### src/design/sbir_regs.svh
/*
 Register map, field positions, reset values and timing for the interrupt and transceiver bank.
 Assumes inclusion by bare name from the package and the design module.
*/
`ifndef SBIR_REGS_SVH
`define SBIR_REGS_SVH
`define SBIR_ADDR_W          10
`define SBIR_ADDR_MODE_CTL   10'h01A
`define SBIR_ADDR_SUPPLY_STS 10'h01B
`define SBIR_ADDR_MASK_ONE   10'h01D
`define SBIR_ADDR_MASK_TWO   10'h01E
`define SBIR_ADDR_MODE_CHK   10'h01F
`define SBIR_ADDR_SRC_ONE    10'h021
`define SBIR_ADDR_SRC_TWO    10'h022
`define SBIR_ADDR_XCVR       10'h024
`define SBIR_MODE_WDG_OFF    3'h3
`define SBIR_MODE_NORMAL     3'h2
`define SBIR_XCVR_TERM       3'h0
`define SBIR_XCVR_RX_ONLY    3'h2
`define SBIR_XCVR_RX_TX      3'h3
`define SBIR_XCVR_OT_BIT     3
`define SBIR_STS_OVL_BIT     1
`define SBIR_NR_TIME_MS      75
`define SBIR_CLK_MHZ         250
`define SBIR_NR_CYCLES       (`SBIR_NR_TIME_MS * 1000 * `SBIR_CLK_MHZ)
`define SBIR_ZERO8           8'h00
`endif

### src/design/sbir_pkg.sv
/*
 Types for the interrupt and transceiver register bank.
 Assumes sbir_regs.svh is on the include path.
*/
`include "sbir_regs.svh"
package sbir_pkg;
  typedef struct packed {
    logic                    wr;
    logic                    rd;
    logic [`SBIR_ADDR_W-1:0] addr;
    logic [7:0]              wdata;
  } sbir_acc_type;
  typedef struct packed {
    logic battery_overvoltage;
    logic battery_undervoltage;
    logic switch_overheat;
    logic second_supply_on;
    logic regulator_overheat;
    logic regulator_prewarning;
    logic can_line_fault;
    logic serial_error;
    logic wake_event;
    logic transceiver_overheat;
    logic force_term;
  } sbir_evt_type;
  typedef enum logic [1:0] {
    SBIR_NORMAL_REQUEST,
    SBIR_NORMAL,
    SBIR_STANDBY,
    SBIR_SLEEP
  } sbir_mode_type;
endpackage

### src/design/sbir_bank.sv
/*
 Interrupt mask, interrupt source, supply status and transceiver control bank with
 operating mode tracking. Assumes the SPI front end delivers one-cycle access strobes
 on i_clk, and that event inputs are asynchronous analog-side levels.
*/
`timescale 1ns/100ps
`default_nettype none
`include "sbir_regs.svh"
// Functional notes
// - Battery overvoltage status is live, never cleared by any access.
// - Switch overheat, second supply on, undervoltage latch; cleared by status read.
// - Mask one at 01D: high voltage b3, overheat b2, prewarning b1, undervoltage b0.
// - Mask two at 01E: CAN fault b2, SPI error b1, wake-up b0.
// - Mask bit one enables its interrupt, zero disables it.
// - Power-on reset or reset pin low clears all mask bits.
// - Source bits mirror flags held in other status registers.
// - Source reads never clear; bits follow underlying flags only.
// - Source one at 021 read-only, four flags bits 3..0, zero after reset.
// - Source two at 022 read-only, three flags bits 2..0, zero after reset.
// - Transceiver low bits select terminated, receive only, receive-transmit; reads state.
// - Effective transceiver state also gated by the chip operating mode.
// - Transceiver bit 3 latches overtemperature until the transceiver register is read.
// - Any forced termination also clears the two lowest control bits.
// - Power-on reset clears transceiver register; reset pin alone leaves it.
// - After power-up wait 75 ms for trigger word, else sleep, main regulator off.
// - Watchdog disable: in stand-by, write 011 to mode control then mode check.
// - Without watchdog, second regulator cannot switch on and transceiver unusable.
module sbir_bank #(
  parameter int NR_CYCLES = `SBIR_NR_CYCLES
) (
  // Clock and resets
  input  wire logic          i_clk,
  input  wire logic          i_sys_rst,
  input  wire logic          i_rst_pin_n,
  // Register access
  input  wire sbir_pkg::sbir_acc_type i_acc,
  output logic [7:0]         o_rdata,
  // Status events
  input  wire sbir_pkg::sbir_evt_type i_evt,
  input  wire logic          i_v2_request,
  // Outputs
  output logic               o_irq,
  output logic [2:0]         o_xcvr_state,
  output logic               o_main_reg_on,
  output logic               o_second_reg_on,
  output logic               o_wdg_enabled,
  output logic [1:0]         o_mode
);
  import sbir_pkg::*;

  // Three-stage synchroniser; a change counts once stages two and three agree
  sbir_evt_type s1_ff, s2_ff, s3_ff, evt_ff;
  sbir_evt_type nxt_evt;
  always_comb begin
    nxt_evt = evt_ff;
    if (s2_ff == s3_ff) begin
      nxt_evt = s3_ff;
    end
  end
  always_ff @(posedge i_clk or posedge i_sys_rst) begin
    if (i_sys_rst) begin
      s1_ff  <= '0;
      s2_ff  <= '0;
      s3_ff  <= '0;
      evt_ff <= '0;
    end else begin
      s1_ff  <= i_evt;
      s2_ff  <= s1_ff;
      s3_ff  <= s2_ff;
      evt_ff <= nxt_evt;
    end
  end
  logic rp1_ff, rp2_ff, rp3_ff, rst_pin_low_ff;
  logic nxt_rst_pin_low;
  always_comb begin
    nxt_rst_pin_low = rst_pin_low_ff;
    if (rp2_ff == rp3_ff) begin
      nxt_rst_pin_low = ~rp3_ff;
    end
  end
  always_ff @(posedge i_clk or posedge i_sys_rst) begin
    if (i_sys_rst) begin
      rp1_ff         <= 1'b1;
      rp2_ff         <= 1'b1;
      rp3_ff         <= 1'b1;
      rst_pin_low_ff <= 1'b0;
    end else begin
      rp1_ff         <= i_rst_pin_n;
      rp2_ff         <= rp1_ff;
      rp3_ff         <= rp2_ff;
      rst_pin_low_ff <= nxt_rst_pin_low;
    end
  end

  function automatic logic hit(input sbir_acc_type a, input logic [`SBIR_ADDR_W-1:0] adr);
    hit = (a.addr == adr);
  endfunction
  // Forced termination decode, shared by the next-state logic and its check
  function automatic logic force_hit(input sbir_evt_type e);
    force_hit = e.force_term | e.transceiver_overheat;
  endfunction

  // Status latches, masks, transceiver and mode state
  logic [2:0]    sts_lat_ff, nxt_sts_lat;
  logic [3:0]    mask1_ff, nxt_mask1;
  logic [2:0]    mask2_ff, nxt_mask2;
  logic [2:0]    xctl_ff, nxt_xctl;
  logic          tot_ff, nxt_tot;
  logic          armed_ff, nxt_armed;
  sbir_mode_type mode_ff, nxt_mode;
  logic [31:0]   nr_cnt_ff, nxt_nr_cnt;
  logic          wdg_ff, nxt_wdg;
  logic [2:0]    xstate;
  logic [3:0]    src1;
  logic [2:0]    src2;
  logic          rd_sts, rd_x;
  assign rd_sts = i_acc.rd && hit(i_acc, `SBIR_ADDR_SUPPLY_STS);
  assign rd_x   = i_acc.rd && hit(i_acc, `SBIR_ADDR_XCVR);
  // Mirrors of the status flags; no storage of their own, so source reads cannot clear them
  assign src1 = {evt_ff.battery_overvoltage, evt_ff.regulator_overheat,
                 evt_ff.regulator_prewarning, sts_lat_ff[0]};
  assign src2 = {evt_ff.can_line_fault, evt_ff.serial_error,
                 evt_ff.wake_event};
  // Transceiver only runs in normal mode with the watchdog active
  assign xstate = (mode_ff == SBIR_NORMAL && wdg_ff) ? xctl_ff
                : `SBIR_XCVR_TERM;

  always_comb begin
    // Latched bits: set wins over the read clear
    nxt_sts_lat = rd_sts ? 3'h0 : sts_lat_ff;
    nxt_sts_lat = nxt_sts_lat | {evt_ff.switch_overheat, evt_ff.second_supply_on,
                                 evt_ff.battery_undervoltage};
    nxt_mask1 = mask1_ff;
    nxt_mask2 = mask2_ff;
    if (i_acc.wr && hit(i_acc, `SBIR_ADDR_MASK_ONE)) begin
      nxt_mask1 = i_acc.wdata[3:0];
    end
    if (i_acc.wr && hit(i_acc, `SBIR_ADDR_MASK_TWO)) begin
      nxt_mask2 = i_acc.wdata[2:0];
    end
    if (rst_pin_low_ff) begin
      nxt_mask1 = 4'h0;
      nxt_mask2 = 3'h0;
    end
    nxt_xctl = xctl_ff;
    if (i_acc.wr && hit(i_acc, `SBIR_ADDR_XCVR)) begin
      case (i_acc.wdata[2:0])
        `SBIR_XCVR_TERM, `SBIR_XCVR_RX_ONLY, `SBIR_XCVR_RX_TX: begin
          nxt_xctl = i_acc.wdata[2:0];
        end
        default: begin
          nxt_xctl = xctl_ff;
        end
      endcase
    end
    if (force_hit(evt_ff)) begin
      nxt_xctl = {xctl_ff[2], 2'b00};
    end
    nxt_tot = (rd_x ? 1'b0 : tot_ff) | evt_ff.transceiver_overheat;
    nxt_armed = armed_ff;
    nxt_mode  = mode_ff;
    nxt_wdg   = wdg_ff;
    nxt_nr_cnt = nr_cnt_ff;
    case (mode_ff)
      SBIR_NORMAL_REQUEST: begin
        nxt_nr_cnt = nr_cnt_ff + 32'h1;
        if (i_acc.wr && hit(i_acc, `SBIR_ADDR_MODE_CTL)) begin
          nxt_mode = SBIR_NORMAL;
        end else if (nr_cnt_ff >= 32'(NR_CYCLES - 1)) begin
          nxt_mode = SBIR_SLEEP;
        end
      end
      SBIR_NORMAL: begin
        if (i_acc.wr && hit(i_acc, `SBIR_ADDR_MODE_CTL)
            && i_acc.wdata[2:0] != `SBIR_MODE_NORMAL) begin
          nxt_mode = SBIR_STANDBY;
        end
      end
      SBIR_STANDBY: begin
        if (i_acc.wr && hit(i_acc, `SBIR_ADDR_MODE_CTL)) begin
          nxt_armed = (i_acc.wdata[2:0] == `SBIR_MODE_WDG_OFF);
          if (i_acc.wdata[2:0] == `SBIR_MODE_NORMAL && wdg_ff) begin
            nxt_mode = SBIR_NORMAL;
          end
        end else if (i_acc.wr && hit(i_acc, `SBIR_ADDR_MODE_CHK)) begin
          if (armed_ff && i_acc.wdata[2:0] == `SBIR_MODE_WDG_OFF) begin
            nxt_wdg = 1'b0;
          end
          nxt_armed = 1'b0;
        end
      end
      SBIR_SLEEP: begin
        nxt_mode = SBIR_SLEEP;
      end
      default: begin
        nxt_mode = SBIR_SLEEP;
      end
    endcase
  end

  logic [7:0] nxt_rdata;
  always_comb begin
    nxt_rdata = `SBIR_ZERO8;
    if (i_acc.rd) begin
      case (i_acc.addr)
        `SBIR_ADDR_SUPPLY_STS: nxt_rdata = {4'h0, sts_lat_ff[2:1],
                                            evt_ff.battery_overvoltage, sts_lat_ff[0]};
        `SBIR_ADDR_MASK_ONE:   nxt_rdata = {4'h0, mask1_ff};
        `SBIR_ADDR_MASK_TWO:   nxt_rdata = {5'h00, mask2_ff};
        `SBIR_ADDR_SRC_ONE:    nxt_rdata = {4'h0, src1};
        `SBIR_ADDR_SRC_TWO:    nxt_rdata = {5'h00, src2};
        `SBIR_ADDR_XCVR:       nxt_rdata = {4'h0, tot_ff, xstate};
        default:               nxt_rdata = `SBIR_ZERO8;
      endcase
    end
  end

  always_ff @(posedge i_clk or posedge i_sys_rst) begin
    if (i_sys_rst) begin
      sts_lat_ff      <= 3'h0;
      mask1_ff        <= 4'h0;
      mask2_ff        <= 3'h0;
      xctl_ff         <= 3'h0;
      tot_ff          <= 1'b0;
      armed_ff        <= 1'b0;
      mode_ff         <= SBIR_NORMAL_REQUEST;
      nr_cnt_ff       <= 32'h0;
      wdg_ff          <= 1'b1;
      o_rdata         <= `SBIR_ZERO8;
      o_irq           <= 1'b0;
      o_xcvr_state    <= `SBIR_XCVR_TERM;
      o_main_reg_on   <= 1'b1;
      o_second_reg_on <= 1'b0;
      o_wdg_enabled   <= 1'b1;
      o_mode          <= 2'h0;
    end else begin
      sts_lat_ff      <= nxt_sts_lat;
      mask1_ff        <= nxt_mask1;
      mask2_ff        <= nxt_mask2;
      xctl_ff         <= nxt_xctl;
      tot_ff          <= nxt_tot;
      armed_ff        <= nxt_armed;
      mode_ff         <= nxt_mode;
      nr_cnt_ff       <= nxt_nr_cnt;
      wdg_ff          <= nxt_wdg;
      o_rdata         <= nxt_rdata;
      o_irq           <= |({src1, src2} & {mask1_ff, mask2_ff});
      o_xcvr_state    <= xstate;
      o_main_reg_on   <= (mode_ff != SBIR_SLEEP);
      o_second_reg_on <= i_v2_request && wdg_ff && mode_ff != SBIR_SLEEP;
      o_wdg_enabled   <= wdg_ff;
      o_mode          <= mode_ff;
    end
  end

  // Checks
  property p_mask_clr;
    @(posedge i_clk) disable iff (i_sys_rst)
      rst_pin_low_ff |=> (mask1_ff == 4'h0 && mask2_ff == 3'h0);
  endproperty
  a_mask_clr: assert property (p_mask_clr) else $error("mask not cleared by reset pin");
  property p_ovl_live;
    @(posedge i_clk) disable iff (i_sys_rst)
      rd_sts |=> o_rdata[`SBIR_STS_OVL_BIT] == $past(evt_ff.battery_overvoltage);
  endproperty
  a_ovl_live: assert property (p_ovl_live) else $error("overvoltage bit not live");
  property p_tot_read;
    @(posedge i_clk) disable iff (i_sys_rst)
      rd_x |=> o_rdata[`SBIR_XCVR_OT_BIT] == $past(tot_ff);
  endproperty
  a_tot_read: assert property (p_tot_read) else $error("overtemp flag not reported");
  property p_sleep_off;
    @(posedge i_clk) disable iff (i_sys_rst)
      mode_ff == SBIR_SLEEP |=> !o_main_reg_on;
  endproperty
  a_sleep_off: assert property (p_sleep_off) else $error("main regulator on in sleep");
  property p_irq;
    @(posedge i_clk) disable iff (i_sys_rst)
      |({src1, src2} & {mask1_ff, mask2_ff}) |=> o_irq;
  endproperty
  a_irq: assert property (p_irq) else $error("interrupt not raised");
  property p_tot_hold;
    @(posedge i_clk) disable iff (i_sys_rst)
      (tot_ff && !rd_x) |=> tot_ff;
  endproperty
  a_tot_hold: assert property (p_tot_hold) else $error("overtemp flag lost");
  property p_nowdg;
    @(posedge i_clk) disable iff (i_sys_rst)
      !wdg_ff |=> (!o_second_reg_on && o_xcvr_state == `SBIR_XCVR_TERM);
  endproperty
  a_nowdg: assert property (p_nowdg) else $error("supply or transceiver on without watchdog");
  property p_force;
    @(posedge i_clk) disable iff (i_sys_rst)
      force_hit(evt_ff) |=> (xctl_ff[1:0] == 2'b00);
  endproperty
  a_force: assert property (p_force) else $error("control bits kept on forced termination");
  c_sleep: cover property (@(posedge i_clk) mode_ff == SBIR_SLEEP);
  c_wdg_off: cover property (@(posedge i_clk) $fell(wdg_ff));
  c_irq: cover property (@(posedge i_clk) $rose(o_irq));
endmodule
`default_nettype wire

### config.mk
export PLATFORM = sky130hd
export DESIGN_NAME = sbir_bank
export DESIGN_NICKNAME = d
export VERILOG_FILES = /design/src/design/sbir_pkg.sv /design/src/design/sbir_bank.sv
export VERILOG_INCLUDE_DIRS = /design/src /design/src/design
export SDC_FILE = /design/constraint.sdc
export NUM_CORES = 1
export LEC_CHECK = 0
export ABC_AREA = 1
export BUFFER_PORTS_ARGS = -buffer_cell sky130_fd_sc_hd__buf_2
export CORE_ASPECT_RATIO = 1.4
export CORE_MARGIN = 2
export CORE_UTILIZATION = 30
export DETAILED_ROUTE_END_ITERATION = 7
export PLACE_DENSITY = 0.49
export SETUP_SLACK_MARGIN = 0.05
export SLEW_MARGIN = 20
export SYNTH_ARGS = -nofsm -noshare
export SYNTH_HDL_FRONTEND = slang
export SYNTH_SLANG_ARGS = --single-unit
### constraint.sdc
create_clock -name i_clk -period 7.2 [get_ports i_clk]
set_clock_uncertainty 0.05 [all_clocks]
set_input_delay 0.36 -clock i_clk [delete_from_list [all_inputs] [get_ports i_clk]]
set_output_delay 0.36 -clock i_clk [all_outputs]
set_load 0.01 [all_outputs]
### Yosys cells after proc, flatten, opt, wreduce, memory -nomap -nowiden

Index checks and enable logic that the tools add are counted.

* register bits: 115
* input port bits: 35
* output and inout port bits: 17

* $add $sub $neg: 1
* magnitude comparators: 1
* equal/unequal tests: 21
* mux-type cells: 20
* bitwise logic cells: 7
* reductions and logical operators: 27

Operator list (number)
* $eq A10 B5 Y1 const B: 5
* $add A32 B1 Y32 const B: 1
* $ge A32 B25 Y1 const B: 1
* $eq A10 B6 Y1 const B: 3
* $pmux W4 S6: 1
* $mux W2: 8
* $logic_and A1 B1 Y1: 13
* $mux W3: 4
* $mux W4: 3
* $eq A11 B11 Y1: 1
* $reduce_bool A2 Y1: 5
* $pmux W2 S4: 1
* $reduce_and A4 Y1: 2
* $and A7 B7 Y7: 1
* $reduce_or A7 Y1: 1
* $eq A3 B2 Y1 const B: 2
* $ne A2 B2 Y1 const B: 3
* $eq A2 B2 Y1 const B: 2
* $reduce_and A2 Y1: 2
* $logic_not A3 Y1: 1
* $mux W1: 3
* $ne A3 B2 Y1 const B: 1
* $ne A3 B3 Y1 const B: 1
* $not A1 Y1: 3
* 8 further kinds: 9

### Longest topological paths before layout

Gate-level depths: netlist (run 1).

* word-level depth: 5
* gate-level depth with buffers: 12

### Least setup slack after synthesis (run 1)

OpenSTA, ideal clock, no wires.

* kind: register -> register
* from: register nr_cnt_ff[1]
* to: register nr_cnt_ff[28]
* arrival: 1.375 ns
* path slack: 5.654 ns
* stages on the path, launching flop included: 11
* path through: dfrtp_1 ha_1 nand2_1 nor2_2 nand2_4 nor2_4 nand2_1 nor2_2 nand2_1 o21ai_0 nand2_1

* longest elaborated chain between the ends: 1

Ends and longest elaborated chain
* start, declared: RTL line sbir_bank.sv:111 `logic [31:0] nr_cnt_ff, nxt_nr_cnt;`
* start signal, assigned: RTL line sbir_bank.sv:244 `nr_cnt_ff <= nxt_nr_cnt;`
* $add A32 B1 Y32: RTL line sbir_bank.sv:166 `nxt_nr_cnt = nr_cnt_ff + 32'h1;`

Every way passes these cells.
A chain may end at the register's enable or synchronous reset.

### Final worst setup path (run 1)

Ends and elaborated chain as after synthesis.

==> results of run 1 <==
[kinds of logic (layout without fill, tap and decap cells)]
| group | after synthesis | after routing | share of synthesized area |
|---|---|---|---|
| AO/OA/AOI/OAI | 39 | 39 | 0.04762 |
| flip-flops | 111 | 111 | 0.5608 |
| other | 1 | 4 | 0.0007551 |
| AND/OR/NAND/NOR | 292 | 292 | 0.2771 |
| adder cells (fa/ha/maj) | 1 | 1 | 0.002519 |
| XOR/XNOR | 29 | 29 | 0.05115 |
| buffers and inverters | 73 | 128 | 0.05996 |
[through the flow]
step	hold slack (ns)	cells	cell area (µm²)	utilization	total power [mW]
floorplan	0.2812	549	4977	-	0.8423
CTS	0.02916	803	5722	0.3538	1.423
detailed placement	0.2847	787	5410	0.3345	0.8949
global route	0.02159	803	5722	0.3538	1.481
finish	0.02510	803	5722	0.3538	1.398
global placement	0.2835	787	5410	0.3345	0.8857
[cell usage after synthesis (2+ instances only)]
library cell | count | share of area
nand4_1 | 15 | 0.019
o21ai_1 | 2 | 0.0020
xnor2_1 | 11 | 0.019
o21ai_0 | 17 | 0.017
a21oi_1 | 6 | 0.0060
nor2_2 | 6 | 0.0076
nor2_4 | 5 | 0.011
or2_2 | 3 | 0.0038
o21ai_2 | 4 | 0.0071
nor3_4 | 2 | 0.0066
dfstp_2 | 6 | 0.032
nand3_1 | 35 | 0.035
inv_1 | 64 | 0.048
nor3_1 | 13 | 0.013
xor2_1 | 18 | 0.032
nand2_4 | 3 | 0.0068
o21bai_1 | 4 | 0.0060
buf_4 | 4 | 0.0060
nand2_2 | 3 | 0.0038
nand3_4 | 2 | 0.0071
nor2_1 | 47 | 0.036
nand2_1 | 151 | 0.11
inv_2 | 3 | 0.0023
a31oi_1 | 2 | 0.0025
dfrtp_1 | 105 | 0.53
[area by class of cell]
cell class	instances	area share
Tap cell	199	0.04352
Clock buffer	9	0.03936
Inverter	68	0.04527
Sequential cell	111	0.4868
Timing Repair Buffer	44	0.03892
Multi-Input combinational cell	365	0.3311
Clock inverter	7	0.01509
[worst max-delay path: stages, from the launching register on]
cell and delay [ns]:
dfrtp_1 0.39, ha_1 0.19, nand2_1 0.07, nor2_2 0.15, nand2_4 0.10, nor2_4 0.12
nand2_1 0.07, nor2_2 0.16, nand2_1 0.16, o21ai_0 0.18, nand2_1 0.07
[layer usage]
metal,track usage,share of wire
met1,0.1491,0.45
met2,0.1985,0.49
met3,0.02866,0.040
met4,0.05401,0.022
met5,0,0
[sequential cells by signal, summed over array words and instances (netlist names), 2 cells and up]
| register | count |
|---|---|
| s1_ff | 11 |
| evt_ff | 11 |
| sts_lat_ff | 3 |
| s2_ff | 11 |
| nr_cnt_ff | 32 |
| o_rdata | 4 |
| o_mode | 2 |
| xctl_ff | 3 |
| mode_ff | 2 |
| o_xcvr_state | 3 |
| mask2_ff | 3 |
| mask1_ff | 4 |
| s3_ff | 11 |
[final timing paths]
path                              start       endpoint  slack (ns)  cells past startpoint
max in group asynchronous     i_sys_rst     o_rdata[2]        5.87                      3
hold / removal                i_sys_rst  nr_cnt_ff[16]        0.03                      2
hold reg to reg                s1_ff[1]       s2_ff[1]        0.30                      0
min in group i_clk          i_rst_pin_n         rp1_ff        0.04                      1
setup / recovery           nr_cnt_ff[1]  nr_cnt_ff[28]        5.38                     10
setup reg to reg           nr_cnt_ff[1]  nr_cnt_ff[28]        5.38                     10
[where the power goes]
group          total [mW]  switching, mW  leakage, nW  internal [mW]
clock network       0.518          0.264        0.154          0.254
registers           0.717         0.0396         1.40          0.678
logic               0.162          0.105         1.29         0.0573
total                1.40          0.409         2.84          0.989
==> impl_metrics.json, run 1 <==
{
  "drc_errors": 0,
  "ctsHoldBuffers": 0,
  "rsz0062_at_grt": "no",
  "numCtsBuffers": 9,
  "period_needed_ns": 1.819,
  "seq_area_frac_synth": 0.5608,
  "h-tree-depth": 3,
  "start_util": 0.3071,
  "die-width_um": 112.7,
  "synthArstFlopShare": 1.000,
  "clk_pin_slew_ns": 0.08,
  "tightest_slew_ns": 0.7766,
  "drv_cap": 0,
  "clk_path_buf_depth": 2,
  "regArea_um2": 2785,
  "crit_required_ns": 7.40,
  "postCtsResizedCells": 0,
  "num_rows": 55,
  "drt-wirelength-per-cell_um": 12.26,
  "p_per_area_nw_per_um2": 244.3,
  "drt-total-wl_um": 9844,
  "ys_ff_latch": 111,
  "antenna_left": 0,
  "post-cts-setup-buffers": 0,
  "slew_violations": 0,
  "cts.sinks": 111,
  "worst_slack_ns": 5.381,
  "track_usage": 0.1202,
  "critPathKind": "reg -> reg",
  "core_um2": 16170,
  "insertion_delay_ns": 0.36,
  "vias": 3612,
  "ys.flop_type": "dfrtp_1",
  "p_leak_nw": 2.844,
  "final_common_cell": "nand2_1",
  "first_pass_iters": 4,
  "die_h_um": 156.2,
  "max_slew_margin": 0.4823,
  "avgSynthCellArea_um2": 9.095,
  "min_path_type": "in -> async",
  "portBuffers": 43,
  "antennaDiodeCount": 0,
  "synth_warnings": 0,
  "final_cell_mix": "nand2_1, dfrtp_1, inv_1",
  "fmax_ghz": 0.5498,
  "io_pins": 52,
  "end_kind": "register",
  "multi_input_area_um2": 1894,
  "gp_congestion": 0.8628,
  "setup_viol": 0,
  "synth_enable_flop_cells": 0,
  "final.setup.tns_ns": 0,
  "start_kind": "register",
  "drt-vias-per-instance": 4.498,
  "netlist_area_um2": 4966,
  "grt_max_degree": 65,
  "hold_violations": 0,
  "grt_pass1_wl_um": 17140,
  "ir_drop_uv": 183.9,
  "fin_crit_sh": 0.2526,
  "path_max_fanout": 4,
  "worstPathArrival_ns": 2.01,
  "place_ws_ns": 5.354,
  "dp_hpwl_um": 7296,
  "antenna_found_initial": 0,
  "clockRootBuffer": "clkbuf_16",
  "grt_overflow": 0,
  "grt_pass1_vias": 3677,
  "synth.distinct_cells": 40,
  "layout.nets": 635,
  "syn-instance-count": 546,
  "drive_above_1_share": 0.1689,
  "drt_iter0_drc": 205,
  "synthToLayoutAreaGrowth_pct": 15.22,
  "die_area_um2": 17610,
  "outcome": "completed",
  "fillers": 1616,
  "cts_tree": "done"
}
Power figures use the tool's default switching activity.
==> run 2: changes to the inputs <==
Settings changed: PLACE_DENSITY 0.49 to 0.51.
Clock period 7.2 ns to 1.5 ns, I/O delays scaled along.
==> run 2 against run 1 <==
  * The flow now finishes with violations (setup timing)
  * Count of clock-buffer cells in the layout unchanged
  * Register-to-register slack worse by 5.5 ns
  * Critical path depth is 1 lower
  * Die area is the same
  * Non-clock buffer count up 76
  * Clock power grew to 4.9 times the previous value
  * Global-route usage rose by 0.56 points
  * Worst hold slack lost 0.014 ns
  * Cell count up 9.6%
  * Worst setup slack worse by 5.5 ns
  * Via count grew 9.1%
  * Utilization up 5.7 points
==> impl_metrics.json, run 2 (synthesis results as in run 1) <==
{
  "final_common_cell": "nand2_1",
  "slew_violations": 0,
  "die_h_um": 156.2,
  "cts_tree": "done",
  "dp_hpwl_um": 7561,
  "drt_iter0_drc": 179,
  "rsz0062_at_grt": "yes",
  "layout.nets": 712,
  "die-width_um": 112.7,
  "critPathKind": "reg -> reg",
  "cts.sinks": 111,
  "swShare": 0.2979,
  "start_util": 0.3071,
  "grt_max_degree": 112,
  "place_ws_ns": -0.1670,
  "drv_cap": 0,
  "path_max_fanout": 3,
  "p_leak_nw": 3.358,
  "final.setup.tns_ns": -1.553,
  "final_cell_mix": "nand2_1, dfrtp_1, inv_1",
  "power_frac_comb": 0.173,
  "drt-total-wl_um": 10760,
  "outcome": "finished with violations",
  "whs_ns": 0.01157,
  "min_path_type": "in -> reg",
  "antennaDiodeCount": 0,
  "power.internal_mw": 5.042,
  "num_rows": 55,
  "synthToLayoutAreaGrowth_pct": 33.71,
  "rrSetupSlack_ns": -0.16,
  "fmax_ghz": 0.6021,
  "placed_cell_area_um2": 5737,
  "insertion_delay_ns": 0.35,
  "track_usage": 0.1257,
  "grt_pass1_vias": 3886,
  "setup_viol": 29,
  "ir_drop_uv": 588.3,
  "worst_slack_ns": -0.1608,
  "max_stage_delay_ns": 0.38,
  "core_um2": 16170,
  "rr_worst_depth": 9,
  "drive_above_1_share": 0.3098,
  "portBuffers": 43,
  "tightest_slew_ns": 0.5737,
  "drt-vias-per-instance": 4.476,
  "clk_pin_slew_ns": 0.09,
  "path_buf_inv": 1,
  "min_from": "i_acc[0]",
  "r2r-end": "nr_cnt_ff[18]",
  "drc_errors": 0,
  "antenna_left": 0,
  "clk_path_buf_depth": 2,
  "path_common_cell": "nor2_4",
  "vias": 3939,
  "antenna_found_initial": 0,
  "total_power_mw": 7.182,
  "max_slew_margin": 0.6175,
  "worstPathArrival_ns": 1.88,
  "stdcell_area_um2": 6640,
  "power.switching_mw": 2.140,
  "holdPathStages": 3,
  "die_area_um2": 17610,
  "io_pins": 52,
  "cp_slowest_cell": "dfrtp_1",
  "largest_register_ffs": 32,
  "numCtsBuffers": 9,
  "grt_pass1_wl_um": 18150,
  "drt-wirelength-per-cell_um": 12.22,
  "p_clk_frac": 0.351,
  "crit_required_ns": 1.72,
  "h-tree-depth": 3,
  "r2r-start": "nr_cnt_ff[1]",
  "regMostFlops": "nr_cnt_ff",
  "critPathTopFamily": "simple AND/OR/NAND/NOR gates",
  "fin_crit_sh": 1.107,
  "end_kind": "register",
  "first_pass_iters": 4,
  "hold_path_end": "xctl_ff[0]",
  "path_cells": "ha_2 -> nand2_2 -> nor2_4 -> nand2_4 -> nor2_4 -> nand3_4 -> buf_4 -> nor3_4 -> xor2_1",
  "start_kind": "register",
  "hold_violations": 0,
  "gp_congestion": 0.8256,
  "p_per_area_nw_per_um2": 1082,
  "critPathLaunch": "nr_cnt_ff[1]",
  "violations": "setup timing",
  "grt_overflow": 0,
  "period_needed_ns": 1.661,
  "power_frac_seq": 0.476,
  "clockRootBuffer": "clkbuf_16"
}
-- run 2: cell types whose count changed in the layout (fill, tap and decap cells not counted), sizes merged --
cell         previous run  this run
buf                    44       103
clkinvlp                0         1
nand2                 157       158
inv                    73        71
dlygate4sd3             0        17
clkinv                  2         3
-- run 2: routing by layer --
metal / routed length [µm] / global-route usage
met3: 368 / 0.02440
met2: 5373 / 0.2144
met1: 4832 / 0.1569
met5: 0 / 0
met4: 181 / 0.04936
-- run 2: worst max path at each step --
| stage | end | slack [ns] | depth (start not counted) |
|---|---|---|---|
| 5_1_grt | nr_cnt_ff[24] | -0.26 | 12 |
| 3_5_place_dp | nr_cnt_ff[28] | -0.17 | 10 |
| 2_1_floorplan | nr_cnt_ff[28] | -0.03 | 10 |
| 3_3_place_gp | nr_cnt_ff[24] | -0.08 | 12 |
| 4_1_cts | nr_cnt_ff[24] | -0.13 | 12 |
| 6_report | nr_cnt_ff[18] | -0.16 | 9 |
-- run 2: tightest hold or removal path, delay by kind of cell --
family / cells / cell delay (ns)
buffers and inverters: 2 / 0.20
AOI/OAI and AO/OA: 1 / 0.09
-- run 2: what timing repair did --
action / in CTS / in global routing
hold buffers: 17 / 0
gates resized for setup: 21 / 54
hold endpoints to repair: 122 / 0
setup buffers: 9 / 12
endpoints found under the setup margin: 36 / 43
cloned: 1 / 0
pin swaps: 17 / 24
-- run 2: per-stage QoR --
step                  util  cells
floorplan                -    549
global placement    0.3547    827
detailed placement  0.3547    827
CTS                 0.3939    870
global route        0.4106    880
finish              0.4106    880
-- run 2: power by group through the flow --
stage          clock network, mW  registers [mW]  logic [mW]
2_1_floorplan                  0            3.48       0.564
3_3_place_gp                   0            3.46       0.984
3_5_place_dp                   0            3.47        1.01
4_1_cts                     2.61            3.41        1.15
5_1_grt                     2.72            3.45        1.38
6_report                    2.52            3.42        1.24
-- run 2: layout make-up --
type                    count  area (µm²)
clock buffers               9       225.2
repair buffers            120       889.6
inverters                  68       262.8
multi-input cells         366        2138
flip-flops and latches    111        2786
fillers                  1563        9532
clock inverters             7       88.84
well taps                 199       249.0
==> run 3: changes to the inputs <==
Settings changed: CTS_BUF_LIST from default to sky130_fd_sc_hd__clkbuf_4.
==> run 3 against run 2 <==
  * The run still ends with setup timing left
  * Combinational power increased by 3%
  * Cell count rose by 0.80%
  * Worst setup slack worse by 0.020 ns
  * Critical path depth grew 1
  * Non-clock buffer count rose by 6
  * Count of clock-buffer cells in the layout unchanged
  * Cell area shrank 1.3%
  * Sequential share of layout area up 0.54 points
  * Utilization fell by 0.53 points
  * Worst hold slack improved by 0.031 ns
  * Critical path type unchanged
  * Critical endpoint is now nr_cnt_ff[28]
==> impl_metrics.json, run 3 (synthesis results as in run 1) <==
{
  "outcome": "finished with violations",
  "violations": "setup timing",
  "layout.nets": 718,
  "start_util": 0.3071,
  "antenna_found_initial": 1,
  "tightest_slew_ns": 0.5974,
  "regArea_um2": 2786,
  "drv_cap": 0,
  "start_kind": "register",
  "max_stage_delay_ns": 0.42,
  "fin_crit_sh": 1.120,
  "grt_pass1_wl_um": 18360,
  "io_pins": 52,
  "num_rows": 55,
  "antenna_left": 0,
  "first_pass_iters": 4,
  "min_path_type": "in -> reg",
  "die_area_um2": 17610,
  "cp_slowest_cell": "dfrtp_1",
  "vias": 3983,
  "grt_overflow": 0,
  "dp_hpwl_um": 7561,
  "p_per_area_nw_per_um2": 961.3,
  "critPathLaunch": "nr_cnt_ff[1]",
  "synthToLayoutAreaGrowth_pct": 32.00,
  "ir_drop_uv": 609.3,
  "core_um2": 16170,
  "drt-wirelength-per-cell_um": 12.14,
  "max_slew_margin": 0.6017,
  "cts_tree": "done",
  "period_needed_ns": 1.681,
  "critPathKind": "reg -> reg",
  "place_ws_ns": -0.1670,
  "fmax_ghz": 0.5950,
  "rr_worst_depth": 10,
  "dp_cells": 827,
  "holdPathStages": 5,
  "h-tree-depth": 3,
  "end_kind": "register",
  "grt_max_degree": 112,
  "rsz0062_at_grt": "yes",
  "setup_viol": 31,
  "regMostFlops": "nr_cnt_ff",
  "gp_congestion": 0.8256,
  "numCtsBuffers": 9,
  "final_common_cell": "nand2_1",
  "drive_above_1_share": 0.3028,
  "die_h_um": 156.2,
  "whs_ns": 0.04282,
  "multi_input_area_um2": 2152,
  "final.setup.tns_ns": -1.999,
  "r2r-start": "nr_cnt_ff[1]",
  "clk_pin_slew_ns": 0.20,
  "min_from": "i_acc[8]",
  "fillers": 1593,
  "track_usage": 0.1271,
  "clockRootBuffer": "clkbuf_4",
  "p_leak_nw": 3.321,
  "cts.sinks": 111,
  "drt_iter0_drc": 156,
  "grt_pass1_vias": 4018,
  "worst_slack_ns": -0.1807,
  "drt-vias-per-instance": 4.490,
  "path_common_cell": "nor2_4",
  "die-width_um": 112.7,
  "worstPathArrival_ns": 2.02,
  "hold_violations": 0,
  "portBuffers": 43,
  "clk_path_buf_depth": 2,
  "path_cells": "ha_2 -> nand2_2 -> nor2_4 -> nand2_4 -> nor2_4 -> nand2_2 -> nor2_4 -> nand2_4 -> o21ai_0 -> nand2_1",
  "drc_errors": 0,
  "postLayoutCoreUtil": 0.4053,
  "crit_required_ns": 1.84,
  "path_max_fanout": 3,
  "final_cell_mix": "nand2_1, dfrtp_1, inv_1",
  "largest_register_ffs": 32,
  "layout.cells.non_filler": 887,
  "slew_violations": 0,
  "drt-total-wl_um": 10760,
  "insertion_delay_ns": 0.47
}
==> run 3: changes by cell type in the layout (fill, tap and decap cells not counted), sizes merged <==
cell / before / now
buf: 103 / 102
dlygate4sd3: 17 / 24
diode: 0 / 1
==> run 3: final cells by class <==
cell class	instances	share of cell area
Timing Repair Buffer	126	0.1447
Inverter	68	0.03970
Tap cell	199	0.03798
Sequential cell	111	0.4251
Clock buffer	9	0.01031
Antenna cell	1	0.0003818
Multi-Input combinational cell	366	0.3283
Clock inverter	7	0.01355
==> run 3: through the flow <==
| step | power (mW) | instance area [µm²] |
|---|---|---|
| 2_1_floorplan | 4.044 | 4994 |
| 4_1_cts | 6.296 | 6319 |
| 3_3_place_gp | 4.446 | 5737 |
| 3_5_place_dp | 4.488 | 5737 |
| 5_1_grt | 6.676 | 6555 |
| 6_report | 6.301 | 6555 |
==> run 3: worst paths after layout <==
kind	slack, ns	end
setup reg to reg	-0.18	nr_cnt_ff[28]
min in group asynchronous	0.21	s1_ff[0]
max in group asynchronous	0.67	nr_cnt_ff[9]
hold / removal	0.04	wdg_ff
setup / recovery	-0.18	nr_cnt_ff[28]
hold reg to reg	0.32	rp2_ff
==> run 3: worst max-delay path: cells and delay by family, from the launching register on <==
| family | cells | cell delay [ns] |
|---|---|---|
| flops | 1 | 0.42 |
| compound gates | 1 | 0.17 |
| fa+ha+maj | 1 | 0.20 |
| simple gates | 8 | 0.75 |
==> run 3: what timing repair did <==
item | CTS | global route
setup endpoints to repair | 39 | 44
pin swaps | 21 | 27
gates resized for setup | 31 | 43
gates cloned | 1 | 0
hold endpoints to repair | 140 | 0
buffers inserted | 9 | 11
hold buffers | 24 | 0
==> run 3: routing by layer <==
| metal | GRT usage | vias to the layer above | wire length (µm) |
|---|---|---|---|
| met5 | 0 | - | 0 |
| met4 | 0.04994 | 0 | 228 |
| met3 | 0.02014 | 19 | 326 |
| met2 | 0.2244 | 79 | 5501 |
| met1 | 0.1547 | 1894 | 4708 |
| li1 | - | 1991 | - |
==> run 3: report_power, final <==
part           internal (mW)  switching, mW  total [mW]
Clock                  0.428           1.18        1.61
Combinational          0.597          0.680        1.28
Sequential              3.26          0.161        3.42
